<file path="src/rtl/console_pkg.sv">
// Notes on behaviour
// RULE_01: name shows register; name plus data writes, shows
// RULE_02: register pages hold twelve registers
// RULE_03: unreadable registers are skipped in pages
// RULE_04: bare enter shows next register page
// RULE_05: function key ends register command
// RULE_06: invalid subcommand returns to status screen
// RULE_07: halt with address arms compare halt
// RULE_08: halt without address disarms, clears shown address
// RULE_09: armed and running after command: waiting message
// RULE_10: waiting ends on address match or enter
// RULE_11: status screen shows armed halt address
// RULE_12: load starts microcode load, shows progress
// RULE_13: completion code shown until enter or function key
// RULE_14: operator presses no key during load
// RULE_15: enter terminates a hung load
// RULE_16: completion code F5 means normal end
// RULE_17: armed address compared each step; match stops
package console_pkg;

   localparam int NAME_W = 8;
   localparam int DATA_W = 8;
   localparam int ADDR_W = 16;
   localparam int CODE_W = 8;
   localparam int SLOT_W = 4;

   localparam logic [SLOT_W-1:0] PAGE_REGS = 4'hC;
   localparam logic [SLOT_W-1:0] ONE_REG = 4'h1;
   localparam logic [CODE_W-1:0] LOAD_CODE_OK = 8'hF5;
   localparam logic [NAME_W-1:0] FIRST_NAME = 8'h00;

   typedef enum logic [2:0] {
      OP_EXT = 3'h0,
      OP_HALT = 3'h1,
      OP_LOAD = 3'h2,
      OP_SUB = 3'h3,
      OP_BAD = 3'h4
   } op_e;

   // screen codes, gray along the usual path
   typedef enum logic [2:0] {
      SCR_STATUS = 3'h0,
      SCR_EXT_PROMPT = 3'h1,
      SCR_EXT_BUSY = 3'h3,
      SCR_EXT_SHOW = 3'h2,
      SCR_WAIT_HALT = 3'h6,
      SCR_LOAD_RUN = 3'h7,
      SCR_LOAD_DONE = 3'h5
   } screen_e;

   typedef enum logic [1:0] {
      SC_IDLE = 2'h0,
      SC_ASK = 2'h1,
      SC_WAIT = 2'h3
   } scan_e;

endpackage

</file>
<file path="src/rtl/addr_halt.sv">
`timescale 1ns/1ns
`default_nettype none
module addr_halt (
   // clock and reset
   input wire logic clk,
   input wire logic rst_n,
   // control
   input wire logic arm,
   input wire logic disarm,
   input wire logic [console_pkg::ADDR_W-1:0] arm_addr,
   // director
   input wire logic dir_step,
   input wire logic [console_pkg::ADDR_W-1:0] dir_addr,
   // state
   output logic armed_r,
   output logic [console_pkg::ADDR_W-1:0] halt_addr_r,
   output logic stop_r
);
   always_ff @(posedge clk or negedge rst_n) begin
      if (!rst_n) begin
         armed_r <= 1'b0;
         halt_addr_r <= '0;
      end else if (arm) begin
         armed_r <= 1'b1; // RULE_07
         halt_addr_r <= arm_addr;
      end else if (disarm) begin
         armed_r <= 1'b0; // RULE_08
         halt_addr_r <= '0;
      end
   end

   // compare on every step while armed
   always_ff @(posedge clk or negedge rst_n) begin
      if (!rst_n) begin
         stop_r <= 1'b0;
      end else begin
         stop_r <= armed_r && dir_step && (dir_addr == halt_addr_r); // RULE_17
      end
   end

endmodule
`default_nettype wire

</file>
<file path="src/rtl/maint_console_reg_halt_load.sv">
`timescale 1ns/1ns
`default_nettype none
module maint_console_reg_halt_load #(
   parameter int REG_COUNT = 256
) (
   // clock and reset
   input wire logic clk,
   input wire logic rst_n,
   // parsed console input
   input wire logic cmd_valid,
   input wire logic [2:0] cmd_op,
   input wire logic cmd_has_arg,
   input wire logic cmd_has_data,
   input wire logic [console_pkg::NAME_W-1:0] cmd_name,
   input wire logic [console_pkg::DATA_W-1:0] cmd_data,
   input wire logic [console_pkg::ADDR_W-1:0] cmd_addr,
   input wire logic enter_key,
   input wire logic func_key,
   input wire logic other_cmd_done,
   // screen
   output logic [2:0] screen_r,
   output logic halt_shown_r,
   output logic [console_pkg::ADDR_W-1:0] halt_shown_addr_r,
   output logic ent_valid_r,
   output logic [console_pkg::SLOT_W-1:0] ent_slot_r,
   output logic [console_pkg::NAME_W-1:0] ent_name_r,
   output logic [console_pkg::DATA_W-1:0] ent_data_r,
   output logic page_done_r,
   output logic [console_pkg::CODE_W-1:0] load_code_r,
   output logic load_ok_r,
   // director external registers
   output logic reg_rd_req_r,
   output logic [console_pkg::NAME_W-1:0] reg_rd_name_r,
   input wire logic reg_rd_ack,
   input wire logic reg_rd_readable,
   input wire logic [console_pkg::DATA_W-1:0] reg_rd_data,
   output logic reg_wr_r,
   output logic [console_pkg::NAME_W-1:0] reg_wr_name_r,
   output logic [console_pkg::DATA_W-1:0] reg_wr_data_r,
   // director execution
   input wire logic dir_running,
   input wire logic dir_step,
   input wire logic [console_pkg::ADDR_W-1:0] dir_addr,
   output logic dir_stop_r,
   // target_director microcode_load
   output logic load_start_r,
   output logic load_abort_r,
   input wire logic load_done,
   input wire logic [console_pkg::CODE_W-1:0] load_code
);
   logic rst_meta_r;
   logic rst_sync_r;
   console_pkg::screen_e state_r;
   logic is_cmd;
   logic is_sub;
   logic scan_start;
   logic [console_pkg::NAME_W-1:0] scan_name;
   logic [console_pkg::SLOT_W-1:0] scan_limit;
   logic scan_busy;
   logic scan_done;
   logic [console_pkg::NAME_W-1:0] scan_next;
   logic [console_pkg::NAME_W-1:0] page_name_r;
   logic wr_pending_r;
   logic halt_arm;
   logic halt_disarm;
   logic halt_armed;
   logic [console_pkg::ADDR_W-1:0] halt_addr;
   logic halt_stop;

   // reset release through two flops
   always_ff @(posedge clk or negedge rst_n) begin
      if (!rst_n) begin
         rst_meta_r <= 1'b0;
         rst_sync_r <= 1'b0;
      end else begin
         rst_meta_r <= 1'b1;
         rst_sync_r <= rst_meta_r;
      end
   end

   function automatic logic op_is(input logic [2:0] op, input console_pkg::op_e want);
      op_is = (op == 3'(want));
   endfunction

   assign is_cmd = cmd_valid && state_r == console_pkg::SCR_STATUS;
   assign is_sub = cmd_valid && op_is(cmd_op, console_pkg::OP_SUB) && cmd_has_arg;
   assign halt_arm = is_cmd && op_is(cmd_op, console_pkg::OP_HALT) && cmd_has_arg;
   assign halt_disarm = is_cmd && op_is(cmd_op, console_pkg::OP_HALT) && !cmd_has_arg;

   addr_halt u_halt (
      .clk(clk),
      .rst_n(rst_sync_r),
      .arm(halt_arm),
      .disarm(halt_disarm),
      .arm_addr(cmd_addr),
      .dir_step(dir_step),
      .dir_addr(dir_addr),
      .armed_r(halt_armed),
      .halt_addr_r(halt_addr),
      .stop_r(halt_stop)
   );

   // scan requests: a named register alone, or the next page
   always_comb begin
      scan_start = 1'b0;
      scan_name = page_name_r;
      scan_limit = console_pkg::PAGE_REGS; // RULE_02
      if (wr_pending_r) begin
         scan_start = 1'b1;
         scan_name = reg_wr_name_r;
         scan_limit = console_pkg::ONE_REG;
      end else if ((state_r == console_pkg::SCR_EXT_PROMPT
                    || state_r == console_pkg::SCR_EXT_SHOW) && !scan_busy) begin
         if (is_sub && !cmd_has_data) begin
            scan_start = 1'b1; // RULE_01
            scan_name = cmd_name;
            scan_limit = console_pkg::ONE_REG;
         end else if (enter_key && !cmd_valid) begin
            scan_start = 1'b1; // RULE_04
         end
      end
   end

   reg_page_scan #(
      .REG_COUNT(REG_COUNT)
   ) u_scan (
      .clk(clk),
      .rst_n(rst_sync_r),
      .start(scan_start),
      .start_name(scan_name),
      .limit(scan_limit),
      .busy_r(scan_busy),
      .done_r(scan_done),
      .next_name_r(scan_next),
      .rd_req_r(reg_rd_req_r),
      .rd_name_r(reg_rd_name_r),
      .rd_ack(reg_rd_ack),
      .rd_readable(reg_rd_readable),
      .rd_data(reg_rd_data),
      .ent_valid_r(ent_valid_r),
      .ent_slot_r(ent_slot_r),
      .ent_name_r(ent_name_r),
      .ent_data_r(ent_data_r)
   );

   // console screen sequencing
   always_ff @(posedge clk or negedge rst_sync_r) begin
      if (!rst_sync_r) begin
         state_r <= console_pkg::SCR_STATUS;
      end else begin
         unique case (state_r)
            console_pkg::SCR_STATUS: begin
               if (is_cmd && op_is(cmd_op, console_pkg::OP_EXT)) begin
                  state_r <= console_pkg::SCR_EXT_PROMPT;
               end else if (is_cmd && op_is(cmd_op, console_pkg::OP_LOAD)) begin
                  state_r <= console_pkg::SCR_LOAD_RUN; // RULE_12
               end else if (other_cmd_done && halt_armed && dir_running) begin
                  state_r <= console_pkg::SCR_WAIT_HALT; // RULE_09
               end
            end
            console_pkg::SCR_EXT_PROMPT, console_pkg::SCR_EXT_SHOW: begin
               if (func_key) begin
                  state_r <= console_pkg::SCR_STATUS; // RULE_05
               end else if (cmd_valid && !is_sub) begin
                  state_r <= console_pkg::SCR_STATUS; // RULE_06
               end else if (scan_start || (is_sub && cmd_has_data)) begin
                  state_r <= console_pkg::SCR_EXT_BUSY;
               end
            end
            console_pkg::SCR_EXT_BUSY: begin
               if (func_key) begin
                  state_r <= console_pkg::SCR_STATUS; // RULE_05
               end else if (scan_done) begin
                  state_r <= console_pkg::SCR_EXT_SHOW;
               end
            end
            console_pkg::SCR_WAIT_HALT: begin
               if (halt_stop || enter_key) begin
                  state_r <= console_pkg::SCR_STATUS; // RULE_10
               end
            end
            console_pkg::SCR_LOAD_RUN: begin
               // other keys are the operator's to avoid
               if (load_done || enter_key) begin
                  state_r <= console_pkg::SCR_LOAD_DONE; // RULE_15
               end
            end
            console_pkg::SCR_LOAD_DONE: begin
               if (enter_key || func_key) begin
                  state_r <= console_pkg::SCR_STATUS; // RULE_13
               end
            end
            default: state_r <= console_pkg::SCR_STATUS;
         endcase
      end
   end

   assign screen_r = state_r;

   // page position and completion marker
   always_ff @(posedge clk or negedge rst_sync_r) begin
      if (!rst_sync_r) begin
         page_name_r <= console_pkg::FIRST_NAME;
         page_done_r <= 1'b0;
      end else begin
         page_done_r <= scan_done;
         if (is_cmd && op_is(cmd_op, console_pkg::OP_EXT)) begin
            page_name_r <= console_pkg::FIRST_NAME;
         end else if (scan_done) begin
            page_name_r <= scan_next; // RULE_04
         end
      end
   end

   // write then show the altered register
   always_ff @(posedge clk or negedge rst_sync_r) begin
      if (!rst_sync_r) begin
         reg_wr_r <= 1'b0;
         reg_wr_name_r <= '0;
         reg_wr_data_r <= '0;
         wr_pending_r <= 1'b0;
      end else begin
         reg_wr_r <= 1'b0;
         wr_pending_r <= reg_wr_r;
         if ((state_r == console_pkg::SCR_EXT_PROMPT || state_r == console_pkg::SCR_EXT_SHOW)
             && !func_key && is_sub && cmd_has_data && !scan_busy) begin
            reg_wr_r <= 1'b1; // RULE_01
            reg_wr_name_r <= cmd_name;
            reg_wr_data_r <= cmd_data;
         end
      end
   end

   // halt address on the status screen
   always_ff @(posedge clk or negedge rst_sync_r) begin
      if (!rst_sync_r) begin
         halt_shown_r <= 1'b0;
         halt_shown_addr_r <= '0;
         dir_stop_r <= 1'b0;
      end else begin
         halt_shown_r <= halt_armed; // RULE_11
         halt_shown_addr_r <= halt_addr;
         dir_stop_r <= halt_stop; // RULE_17
      end
   end

   // microcode_load control and completion code
   always_ff @(posedge clk or negedge rst_sync_r) begin
      if (!rst_sync_r) begin
         load_start_r <= 1'b0;
         load_abort_r <= 1'b0;
         load_code_r <= '0;
         load_ok_r <= 1'b0;
      end else begin
         load_start_r <= is_cmd && op_is(cmd_op, console_pkg::OP_LOAD); // RULE_12
         load_abort_r <= 1'b0;
         if (state_r == console_pkg::SCR_LOAD_RUN) begin
            if (load_done) begin
               load_code_r <= load_code; // RULE_13
               load_ok_r <= (load_code == console_pkg::LOAD_CODE_OK); // RULE_16
            end else if (enter_key) begin
               load_abort_r <= 1'b1; // RULE_15
               load_code_r <= load_code;
               load_ok_r <= (load_code == console_pkg::LOAD_CODE_OK);
            end
         end
      end
   end

endmodule
`default_nettype wire

</file>
<file path="src/rtl/reg_page_scan.sv">
`timescale 1ns/1ns
`default_nettype none
module reg_page_scan #(
   parameter int REG_COUNT = 256
) (
   // clock and reset
   input wire logic clk,
   input wire logic rst_n,
   // control
   input wire logic start,
   input wire logic [console_pkg::NAME_W-1:0] start_name,
   input wire logic [console_pkg::SLOT_W-1:0] limit,
   output logic busy_r,
   output logic done_r,
   output logic [console_pkg::NAME_W-1:0] next_name_r,
   // register read port
   output logic rd_req_r,
   output logic [console_pkg::NAME_W-1:0] rd_name_r,
   input wire logic rd_ack,
   input wire logic rd_readable,
   input wire logic [console_pkg::DATA_W-1:0] rd_data,
   // entries
   output logic ent_valid_r,
   output logic [console_pkg::SLOT_W-1:0] ent_slot_r,
   output logic [console_pkg::NAME_W-1:0] ent_name_r,
   output logic [console_pkg::DATA_W-1:0] ent_data_r
);
   localparam logic [15:0] SCAN_MAX = 16'(REG_COUNT);

   console_pkg::scan_e state_r;
   logic [console_pkg::SLOT_W-1:0] slot_r;
   logic [console_pkg::SLOT_W-1:0] limit_r;
   logic [15:0] scanned_r;
   logic [console_pkg::SLOT_W-1:0] slot_nxt;
   logic [15:0] scanned_nxt;

   assign slot_nxt = rd_readable ? slot_r + 4'h1 : slot_r;
   assign scanned_nxt = scanned_r + 16'h0001;
   assign busy_r = (state_r != console_pkg::SC_IDLE);

   always_ff @(posedge clk or negedge rst_n) begin
      if (!rst_n) begin
         state_r <= console_pkg::SC_IDLE;
         slot_r <= '0;
         limit_r <= '0;
         scanned_r <= '0;
         rd_name_r <= console_pkg::FIRST_NAME;
         next_name_r <= console_pkg::FIRST_NAME;
         rd_req_r <= 1'b0;
         done_r <= 1'b0;
      end else begin
         rd_req_r <= 1'b0;
         done_r <= 1'b0;
         unique case (state_r)
            console_pkg::SC_IDLE: begin
               if (start) begin
                  rd_name_r <= start_name;
                  limit_r <= limit;
                  slot_r <= '0;
                  scanned_r <= '0;
                  state_r <= console_pkg::SC_ASK;
               end
            end
            console_pkg::SC_ASK: begin
               rd_req_r <= 1'b1;
               state_r <= console_pkg::SC_WAIT;
            end
            console_pkg::SC_WAIT: begin
               if (rd_ack) begin
                  slot_r <= slot_nxt;
                  scanned_r <= scanned_nxt;
                  rd_name_r <= rd_name_r + 8'h01;
                  if (slot_nxt == limit_r || scanned_nxt == SCAN_MAX) begin
                     next_name_r <= rd_name_r + 8'h01;
                     done_r <= 1'b1;
                     state_r <= console_pkg::SC_IDLE;
                  end else begin
                     state_r <= console_pkg::SC_ASK;
                  end
               end
            end
            default: state_r <= console_pkg::SC_IDLE;
         endcase
      end
   end

   // only readable registers become entries
   always_ff @(posedge clk or negedge rst_n) begin
      if (!rst_n) begin
         ent_valid_r <= 1'b0;
         ent_slot_r <= '0;
         ent_name_r <= '0;
         ent_data_r <= '0;
      end else begin
         ent_valid_r <= 1'b0;
         if (state_r == console_pkg::SC_WAIT && rd_ack && rd_readable) begin // RULE_03
            ent_valid_r <= 1'b1;
            ent_slot_r <= slot_r;
            ent_name_r <= rd_name_r;
            ent_data_r <= rd_data;
         end
      end
   end

endmodule
`default_nettype wire
</file>
<file path="config.mk">
export PLATFORM = sky130hd
export DESIGN_NAME = maint_console_reg_halt_load
export DESIGN_NICKNAME = d
export VERILOG_FILES = /design/src/rtl/console_pkg.sv /design/src/rtl/addr_halt.sv /design/src/rtl/maint_console_reg_halt_load.sv /design/src/rtl/reg_page_scan.sv
export SDC_FILE = /design/constraint.sdc
export NUM_CORES = 1
export LEC_CHECK = 0
export BUFFER_PORTS_ARGS = -buffer_cell sky130_fd_sc_hd__buf_2
export CORE_AREA = 2 2 168 104
export CTS_CLUSTER_SIZE = 25
export DETAILED_ROUTE_END_ITERATION = 8
export DIE_AREA = 0 0 170 106
export PLACE_DENSITY = 0.61
export SLEW_MARGIN = 10
export SYNTH_ARGS = -nofsm -noshare
export SYNTH_HDL_FRONTEND = slang
export SYNTH_HIERARCHICAL = 1
export SYNTH_SLANG_ARGS = --single-unit
</file>
<file path="constraint.sdc">
create_clock -name clk -period 5.8 [get_ports clk]
set_input_delay 0.58 -clock clk [delete_from_list [all_inputs] [get_ports clk]]
set_output_delay 0.58 -clock clk [all_outputs]
set_load 0.01 [all_outputs]
</file>
; ---- After elaboration in Yosys (flattened, before gate mapping)
; Index checks and enable logic that the tools add are counted.
[word_totals]
ff_bits = 144
inputBits = 80
output_inout_bits = 80
[classes]
addsub = 3
n_eq_ne = 23
mux = 55
reduce_logical = 50
[ops]
columns = operator, n
row1 = $mux 8, 9
row2 = $mux 16, 4
row3 = $mux 3, 11
row4 = $pmux 16 s2, 1
row5 = $mux 4, 6
row6 = $logic_and 1x1->1, 23
row7 = $mux 1, 18
row8 = $pmux 3 s6, 1
row9 = $add 16x1->16 const B, 1
row10 = $eq 16x16->1, 1
row11 = $eq 16x9->1 const B, 1
row12 = $pmux 8 s2, 1
row13 = $eq 3x2->1 const B, 4
row14 = $ne 2x2->1 const B, 5
row15 = $reduce_bool 2->1, 5
row16 = $eq 3x3->1 const B, 3
row17 = $add 8x1->8 const B, 1
row18 = $eq 8x8->1 const B, 1
row19 = $pmux 4 s2, 1
row20 = $eq 3x1->1 const B, 2
row21 = $logic_not 1->1, 6
row22 = $logic_not 3->1, 2
row23 = $logic_or 1x1->1, 6
row24 = $pmux 2 s3, 1
row25 = 13 further kinds, 17

; ---- Logic depth before layout (Yosys ltp)
; Gate-level depths: netlist (run 1).
[depth]
ltp_word = 12
mapped_depth = 10
depth_no_buf = 9

; ---- Modules after synthesis
; The synthesis (run 1) kept the hierarchy.
[modules_own_cells]
columns = mod, instances, cells_each, area_each_um2, seq_area_each_um2
row1 = reg_page_scan, 1, 295, 3149.3, 1626.6
row2 = maint_console_reg_halt_load, 1, 194, 2528.7, 1526.5
row3 = addr_halt, 1, 62, 804.5, 450.4

; ---- Worst setup path before layout (run 1)
; OpenSTA, ideal clock, no wires.
[synth_timing]
path_kind = reg2reg
from = register state_r[0], in the netlist screen_r[0]
to = register u_scan.scanned_r[2]
setup_ns = 0.067
arrival_time_ns = 2.386
required_ns = 5.733
path_slack_ns = 3.348
stages_incl_launch_ff = 10
synth_period_minus_slack_ns = 2.452
path_cell_list = dfrtp_1 buf_6 xnor2_1 or3_4 o21bai_1 and3_1 clkbuf_1 nor2_1 or4b_2 nand2_1
[synth_via]
elab_chain_len = 7
[synth_rtl]
columns = item, line_no
row1 = from (decl), maint_console_reg_halt_load.sv:53  ; console_pkg::screen_e state_r;
row2 = from (signal assigned), maint_console_reg_halt_load.sv:149  ; state_r <= console_pkg::SCR_STATUS;
row3 = from (signal assigned), maint_console_reg_halt_load.sv:154  ; state_r <= console_pkg::SCR_EXT_PROMPT;
row4 = from (signal assigned), maint_console_reg_halt_load.sv:156  ; state_r <= console_pkg::SCR_LOAD_RUN;
row5 = $eq 3x1->1 / $eq 3x2->1 (equally long branches), "maint_console_reg_halt_load.sv:112, maint_console_reg_halt_load.sv:113"
row6 = $logic_or 1x1->1 *, maint_console_reg_halt_load.sv:113  ; || state_r == console_pkg::SCR_EXT_SHOW) && !scan_busy) begin
row7 = $logic_and 1x1->1 *, maint_console_reg_halt_load.sv:113
row8 = $mux 1 *, maint_console_reg_halt_load.sv:112  ; end else if ((state_r == console_pkg::SCR_EXT_PROMPT
row9 = $mux 1 *, maint_console_reg_halt_load.sv:108  ; if (wr_pending_r) begin
row10 = via scan_start, maint_console_reg_halt_load.sv:56  ; logic scan_start;
row11 = $ne 2x2->1 (no source line) *, -
row12 = $reduce_and 3->1 (no source line) *, -
row13 = to (signal assigned), reg_page_scan.sv:71  ; scanned_r <= scanned_nxt;
row14 = to (decl), reg_page_scan.sv:33  ; logic [15:0] scanned_r;
; The timed path passes the listed nets; every way through them passes the cells marked *.
; A chain may end at the register's enable or synchronous reset.

; ---- Final worst setup path (run 1)
; Ends and elaborated chain as after synthesis.

==> metrics.yaml, run 1 <==
drv_slew: 0
met2WireLength_um: 7010
syn_to_final_growth_pct: 24.3
dr_wl_met3_um: 979
synth_top_cells_by_count: "dfrtp_1 (144), mux2_2 (49), nand2_1 (40), o21ai_0 (39), nor2_1 (36)"
synth_nets: 634
grt_pass1_vias: 4953
wl_per_cell_um: 16.9
ir_worst_vdd_v: 0.000201
grt_use_total_pct: 18.3
synth_edf_count: 0
grt_max_degree: 79
maxSlewHeadroom_pct: 20.2
ios: 160
initial_core_util_pct: 38.9
clk_pin_slew_worst_paths_ns: 0.07
internal_power_uw: 2450
yosysTopAreaCell: "dfrtp_1"
r2r_setup_slack_ns: 3.06
final-setup-viol-count: 0
cts_max_level: 4
r2r-end: "u_scan/scanned_r[2]"
hold_depth: 0
initialDrtViolationCount: 265
crit_path_end_kind: "flop"
power_switching_uw: 1290
cts-root-buf: "clkbuf_16"
synth_ff_type: "dfrtp_1"
dpl.hpwl_um: 11400
grt_pass1_wl_um: 25600
min_period_over_period_pct: 47.2
synth.area.top_cells: "dfrtp_1 (56%), mux2_2 (8.5%), mux2i_1 (3.7%)"
viasPerCell: 5.20
cts_tree: "built"
p_leak_uw: 0.00396
finalWeightedCongestion: 0.885
postRouteAntennaNets: 0
clk_latency_ns: 0.41
min_path_type: "reg2reg"
criticalPathCategory: "reg2reg"
period_minus_slack_ns: 2.74
cp.required_ns: 6.15
yosysTopAreaCellShare_pct: 55.6
status: "finished clean"
worstMarginPinSlew_ns: 1.19
layout_setup_ws_ns: 3.06
final_layout_size_suffix_gt1_share_pct: 37.0
routed_wirelength_um: 15800
postCtsSetupBuffers: 0
ys_warn_count: 6
die-area_um2: 18000
max-cap-violations: 0
top_layer_used: "met4"
grt_overflow: 0
synth_seq_cells: 144
coreArea_um2: 16700
synth.most_common_cell: "dfrtp_1"
yosys.cell_types.count: 61
arrival_ns: 3.09
whs_endpoint: "rst_sync_r"
synthArstFlopShare_pct: 100
vias: 4869
antenna_found_initial: 0
cts_buffer_depth: 2
crit_path_start_kind: "flop"
rsz0062_at_grt: "no"
drc: 0
syn_inst: 551
cts_buffers: 17
combPwrFrac_pct: 28.2
hold_viol_final: 0
portBuffers: 159
synth.yosys.seq_area_share_pct: 55.6
sequentialPowerShare_pct: 42.8
chipWidth_um: 170
p_sw_share_pct: 34.4
cts_num_sinks: 144
clock_skew_ns: 0.00988
place_ws_ns: 2.98
fp-row-count: 37
finalNetCount: 792
syn_area_um2: 6480
firstDrtPassIters: 5
r2r-start: "screen_r[0]"
power_density_nw_per_um2: 464
hold_start: "rst_meta_r"
syn_area_per_cell_um2: 11.8
fp.dieH_um: 106
met1_length_um: 7570
p_clk_share_pct: 29.1
antennaDiodeCount: 0
max_freq_mhz: 365
finalSetupTns_ns: 0
crit_fanout: 35
ff2ff_path_depth: 8
## layer usage
layer	vias up	global-route usage, %
li1	2304	-
met1	2375	26.4
met2	171	27.1
met3	19	4.62
met4	0	5.98
met5	-	0
## metrics by stage
step,instance area (um^2),total power (uW),hold slack [ns],utilization [%],std cells
floorplan,6480,2260,0.284,-,551
global placement,7450,2630,0.338,44.7,903
detailed placement,7450,2660,0.339,44.7,903
CTS,8060,3780,0.361,48.3,936
global route,8060,3970,0.365,48.3,936
finish,8060,3740,0.358,48.3,936
## how the worst max path moves through the flow
stage | start | end | cells after the start
after floorplan | rst_sync_r | dir_stop_r | 0
after global placement | cmd_op[2] | u_scan/scanned_r[2] | 10
after detailed placement | cmd_op[2] | u_scan/scanned_r[2] | 10
after CTS | screen_r[0] | u_scan/scanned_r[2] | 8
after global routing | screen_r[1] | u_halt/halt_addr_r[2] | 5
final | screen_r[0] | u_scan/scanned_r[2] | 8
## what timing repair did
item | in CTS | in global routing
gates resized for setup | 0 | 0
hold buffers | 1 | 0
endpoints found under the hold margin | 2 | 0
## worst max-delay path, cell delays in order, from the launching register on
cell and delay [ns]:
dfrtp_1 0.50, xnor2_1 0.23, or3_4 0.38, o21bai_1 0.21
and3_1 0.33, nor2_1 0.06, buf_4 0.24, or4b_2 0.63
nand2_1 0.08
## logic make-up after synthesis
| logic type | share of synthesized area, % |
|---|---|
| compound gates | 11.9 |
| xor+xnor | 4.32 |
| fa+ha+maj | 0.579 |
| buf+inv | 2.64 |
| flops | 55.6 |
| mux | 13.1 |
| other cells | 0.116 |
| simple gates | 11.7 |
## cell usage in the layout (no fill, tap or decap), types with 5 or more instances in the layout
cell	instances
o21ai_0	39
a22o_1	17
clkbuf_16	17
buf_2	159
a31oi_1	8
o31ai_1	8
nand4_1	8
and3_1	5
a21oi_1	12
inv_6	5
xor2_1	10
xnor2_1	22
nand2_1	40
mux2i_1	24
dfrtp_1	143
nor2_1	36
inv_1	15
nand3_1	15
nor3_1	11
mux2_2	49
## area by class of cell
cell class	count	area, um^2
clock inverters	15	166
well taps	214	268
repair buffers	162	821
inverters	16	60.1
multi-input cells	368	2710
flip-flops and latches	144	3610
fillers	1497	8610
clock buffers	17	425
## flip-flops by register name (all words and copies together), names as in the netlist, 2 cells and up
| signal | flops |
|---|---|
| u_halt/halt_addr_r | 16 |
| halt_shown_addr_r | 16 |
| u_scan/next_name_r | 8 |
| reg_wr_name_r | 8 |
| u_scan/slot_r | 4 |
| screen_r | 3 |
| page_name_r | 8 |
| u_scan/rd_name_r | 8 |
| u_scan/ent_data_r | 8 |
| load_code_r | 8 |
| u_scan/ent_slot_r | 4 |
| u_scan/scanned_r | 16 |
| u_scan/ent_name_r | 8 |
| u_scan/state_r | 2 |
| reg_wr_data_r | 8 |
| u_scan/limit_r | 4 |
## power by group through the flow
stage / Combinational [uW] / Sequential [uW] / Clock, uW
2_1_floorplan: 632 / 1630 / 0
3_3_place_gp: 1030 / 1600 / 0
3_5_place_dp: 1050 / 1610 / 0
4_1_cts: 1060 / 1600 / 1120
5_1_grt: 1160 / 1650 / 1170
6_report: 1050 / 1600 / 1090
No activity file was read; power rests on OpenSTA's default activity.
==> run 2: changes to the inputs <==
--- a/config.mk
+++ b/config.mk
@@ -10,7 +10,7 @@
 export CTS_CLUSTER_SIZE = 25
 export DETAILED_ROUTE_END_ITERATION = 8
 export DIE_AREA = 0 0 170 106
-export PLACE_DENSITY = 0.61
+export PLACE_DENSITY = 0.63
 export SLEW_MARGIN = 10
 export SYNTH_ARGS = -nofsm -noshare
 export SYNTH_HDL_FRONTEND = slang
==> constraint.sdc (replaced) <==
create_clock -name clk -period 2.5 [get_ports clk]
set_input_delay 0.25 -clock clk [delete_from_list [all_inputs] [get_ports clk]]
set_output_delay 0.25 -clock clk [all_outputs]
set_load 0.01 [all_outputs]
==> run 2 against run 1 <==
Via count is 3.0% higher. First-iteration DRC count is 12% higher. Routed wire length is 1.6% higher. Flip-flop and latch count stayed put. Register-to-register slack worse by 3.0 ns. Combinational power is 150% higher. Clock skew is 0.0013 ns higher. Core utilization is 0.71 points higher. Global-route usage is 0.066 points lower. Critical endpoint is now u_scan/next_name_r[1].
==> metrics.yaml, run 2 (synthesis results as in run 1) <==
status: "finished clean"
top_layer_used: "met4"
fin_area_um2: 8170  # +1.5%
firstDrtPassIters: 5  # unchanged
cp_slowest_cell: "dfrtp_1"
hold_viol_final: 0  # unchanged
drv_slew: 0  # unchanged
nFillCells: 1493  # -0.27%
finalWeightedCongestion: 0.899  # +1.6%
top_regs: "halt_shown_addr_r: 16 flops, u_halt/halt_addr_r: 16 flops, u_scan/scanned_r: 16 flops"
antennaDiodeCount: 0  # unchanged
vias: 5016  # +3.0%
finalNetCount: 809  # +2.1%
dpl.hpwl_um: 11700  # +2.2%
period_minus_slack_ns: 2.44  # -0.295 ns
final_layout_size_suffix_gt1_share_pct: 38.7  # +1.7 points
arrival_ns: 2.73  # -0.36 ns
crit_path_end_kind: "flop"
wl_per_cell_um: 16.8  # -0.20%
criticalPathCategory: "reg2reg"
drc: 0  # unchanged
fp.dieH_um: 106  # unchanged
viasPerCell: 5.26  # +1.2%
min_path_type: "in2reg"
dr_wl_met3_um: 1110  # +13%
cp.required_ns: 2.78  # -3.37 ns
initial_core_util_pct: 38.9  # unchanged
met1_length_um: 7790  # +2.9%
chipWidth_um: 170  # unchanged
max-cap-violations: 0  # unchanged
mostFrequentLayoutCells: "buf_2 (159), dfrtp_1 (143), mux2_2 (49), nand2_1 (40), o21ai_0 (39)"
fp-row-count: 37  # unchanged
initialDrtViolationCount: 297  # +12%
antenna_found_initial: 0  # unchanged
crit_fanout: 9  # -74%
finalSetupTns_ns: 0  # unchanged
final_common_cell: "buf_2"
cts_max_level: 4  # unchanged
grt_overflow: 0  # unchanged
cts_num_sinks: 144  # unchanged
multi_input_comb_area_um2: 2720  # +0.55%
final_util_pct: 49.0  # +0.71 points
ios: 160  # unchanged
coreArea_um2: 16700  # unchanged
portBuffers: 159  # unchanged
cts-root-buf: "clkbuf_16"
crit_path_start_kind: "flop"
cts_buffer_depth: 2  # unchanged
grt_max_degree: 86  # +8.9%
grt_pass1_vias: 5017  # +1.3%
syn_to_final_growth_pct: 26.1
met2WireLength_um: 6810  # -2.7%
routed_wirelength_um: 16000  # +1.6%
worstMarginPinSlew_ns: 1.22  # +0.0354 ns
grt_use_total_pct: 18.3  # -0.066 points
cts_tree: "built"
power_density_nw_per_um2: 1050  # +130%
critPathMaxStageDelay_ns: 0.43  # -0.20 ns
clk_latency_ns: 0.41  # about the same
die-area_um2: 18000  # unchanged
max_freq_mhz: 410  # +12%
p_leak_uw: 0.00405  # +2.2%
cts_buffers: 17  # unchanged
clock_skew_ns: 0.0111  # +0.00126 ns
ir_worst_vdd_v: 0.000430  # +110%
place_ws_ns: 0.114  # -2.87 ns
place_area_um2: 7590  # +1.9%
min_period_over_period_pct: 97.7  # +50 points
holdWs_ns: 0.0638  # -0.294 ns
maxSlewHeadroom_pct: 18.2  # -2.1 points
path_cells: "ha_1 -> nand2_1 -> nor2_2 -> a311o_1 -> a2111oi_4 -> o21ai_4 -> mux2_4"
clk_pin_slew_worst_paths_ns: 0.06  # about the same
final-setup-viol-count: 0  # unchanged
layout_setup_ws_ns: 0.0587  # -3.00 ns
grt_pass1_wl_um: 25600  # -0.19%
postRouteAntennaNets: 0  # unchanged
regArea_um2: 3610  # unchanged
## run 2: cell types whose count changed in the layout (fill, tap and decap cells not counted), moves of 2 or more
cell	before	now
buf_4	2	18
clkbuf_8	0	2
clkinvlp_4	0	3
inv_8	4	0
## run 2: critical path: cells and delay by family (launching register included)
family,cells,cell delay (ns)
flip-flops,1,0.43
multiplexers,1,0.34
adder cells (fa/ha/maj),1,0.29
AND/OR/NAND/NOR,2,0.28
AO/OA/AOI/OAI,3,0.96
## run 2: through the flow
step | cells | power [uW]
3_5_place_dp | 920 | 6280
5_1_grt | 953 | 9150
6_report | 953 | 8620
2_1_floorplan | 551 | 5240
3_3_place_gp | 920 | 6180
4_1_cts | 953 | 8690
## run 2: area by class of cell
class                   count  area share (%)
flip-flops and latches    144            44.1
multi-input cells         368            33.3
repair buffers            179            11.8
clock buffers              19            5.54
well taps                 214            3.28
clock inverters            13            1.26
inverters                  16           0.735
## run 2: routing by layer
metal	vias up	track usage (%)
li1	2338	-
met1	2455	26.1
met2	190	26.6
met3	33	4.88
met4	0	6.90
met5	-	0
## run 2: final timing paths
kind / start / cells past startpoint / slack, ns / endpoint
max in group asynchronous: rst_sync_r / 1 / 1.54 / u_halt/armed_r
min in group asynchronous: rst_n / 2 / 0.17 / rst_sync_r
setup / recovery: u_scan/scanned_r[0] / 7 / 0.06 / u_scan/next_name_r[1]
hold reg to reg: rst_sync_r / 1 / 0.34 / u_scan/limit_r[0]
setup reg to reg: u_scan/scanned_r[0] / 7 / 0.06 / u_scan/next_name_r[1]
hold / removal: load_done / 2 / 0.06 / load_abort_r
## run 2: repair_timing
action,4_1_cts,5_1_grt
gates resized for setup,0,3
hold buffers,1,0
setup buffers,0,0
endpoints found under the hold margin,2,0
endpoints found under the setup margin,0,5
## run 2: where the power goes
part	internal (uW)	total [uW]	leakage, uW	switching (uW)
clock	1340	2370	0.000267	1030
combinational	1270	2610	0.00188	1340
sequential	3070	3640	0.00190	564
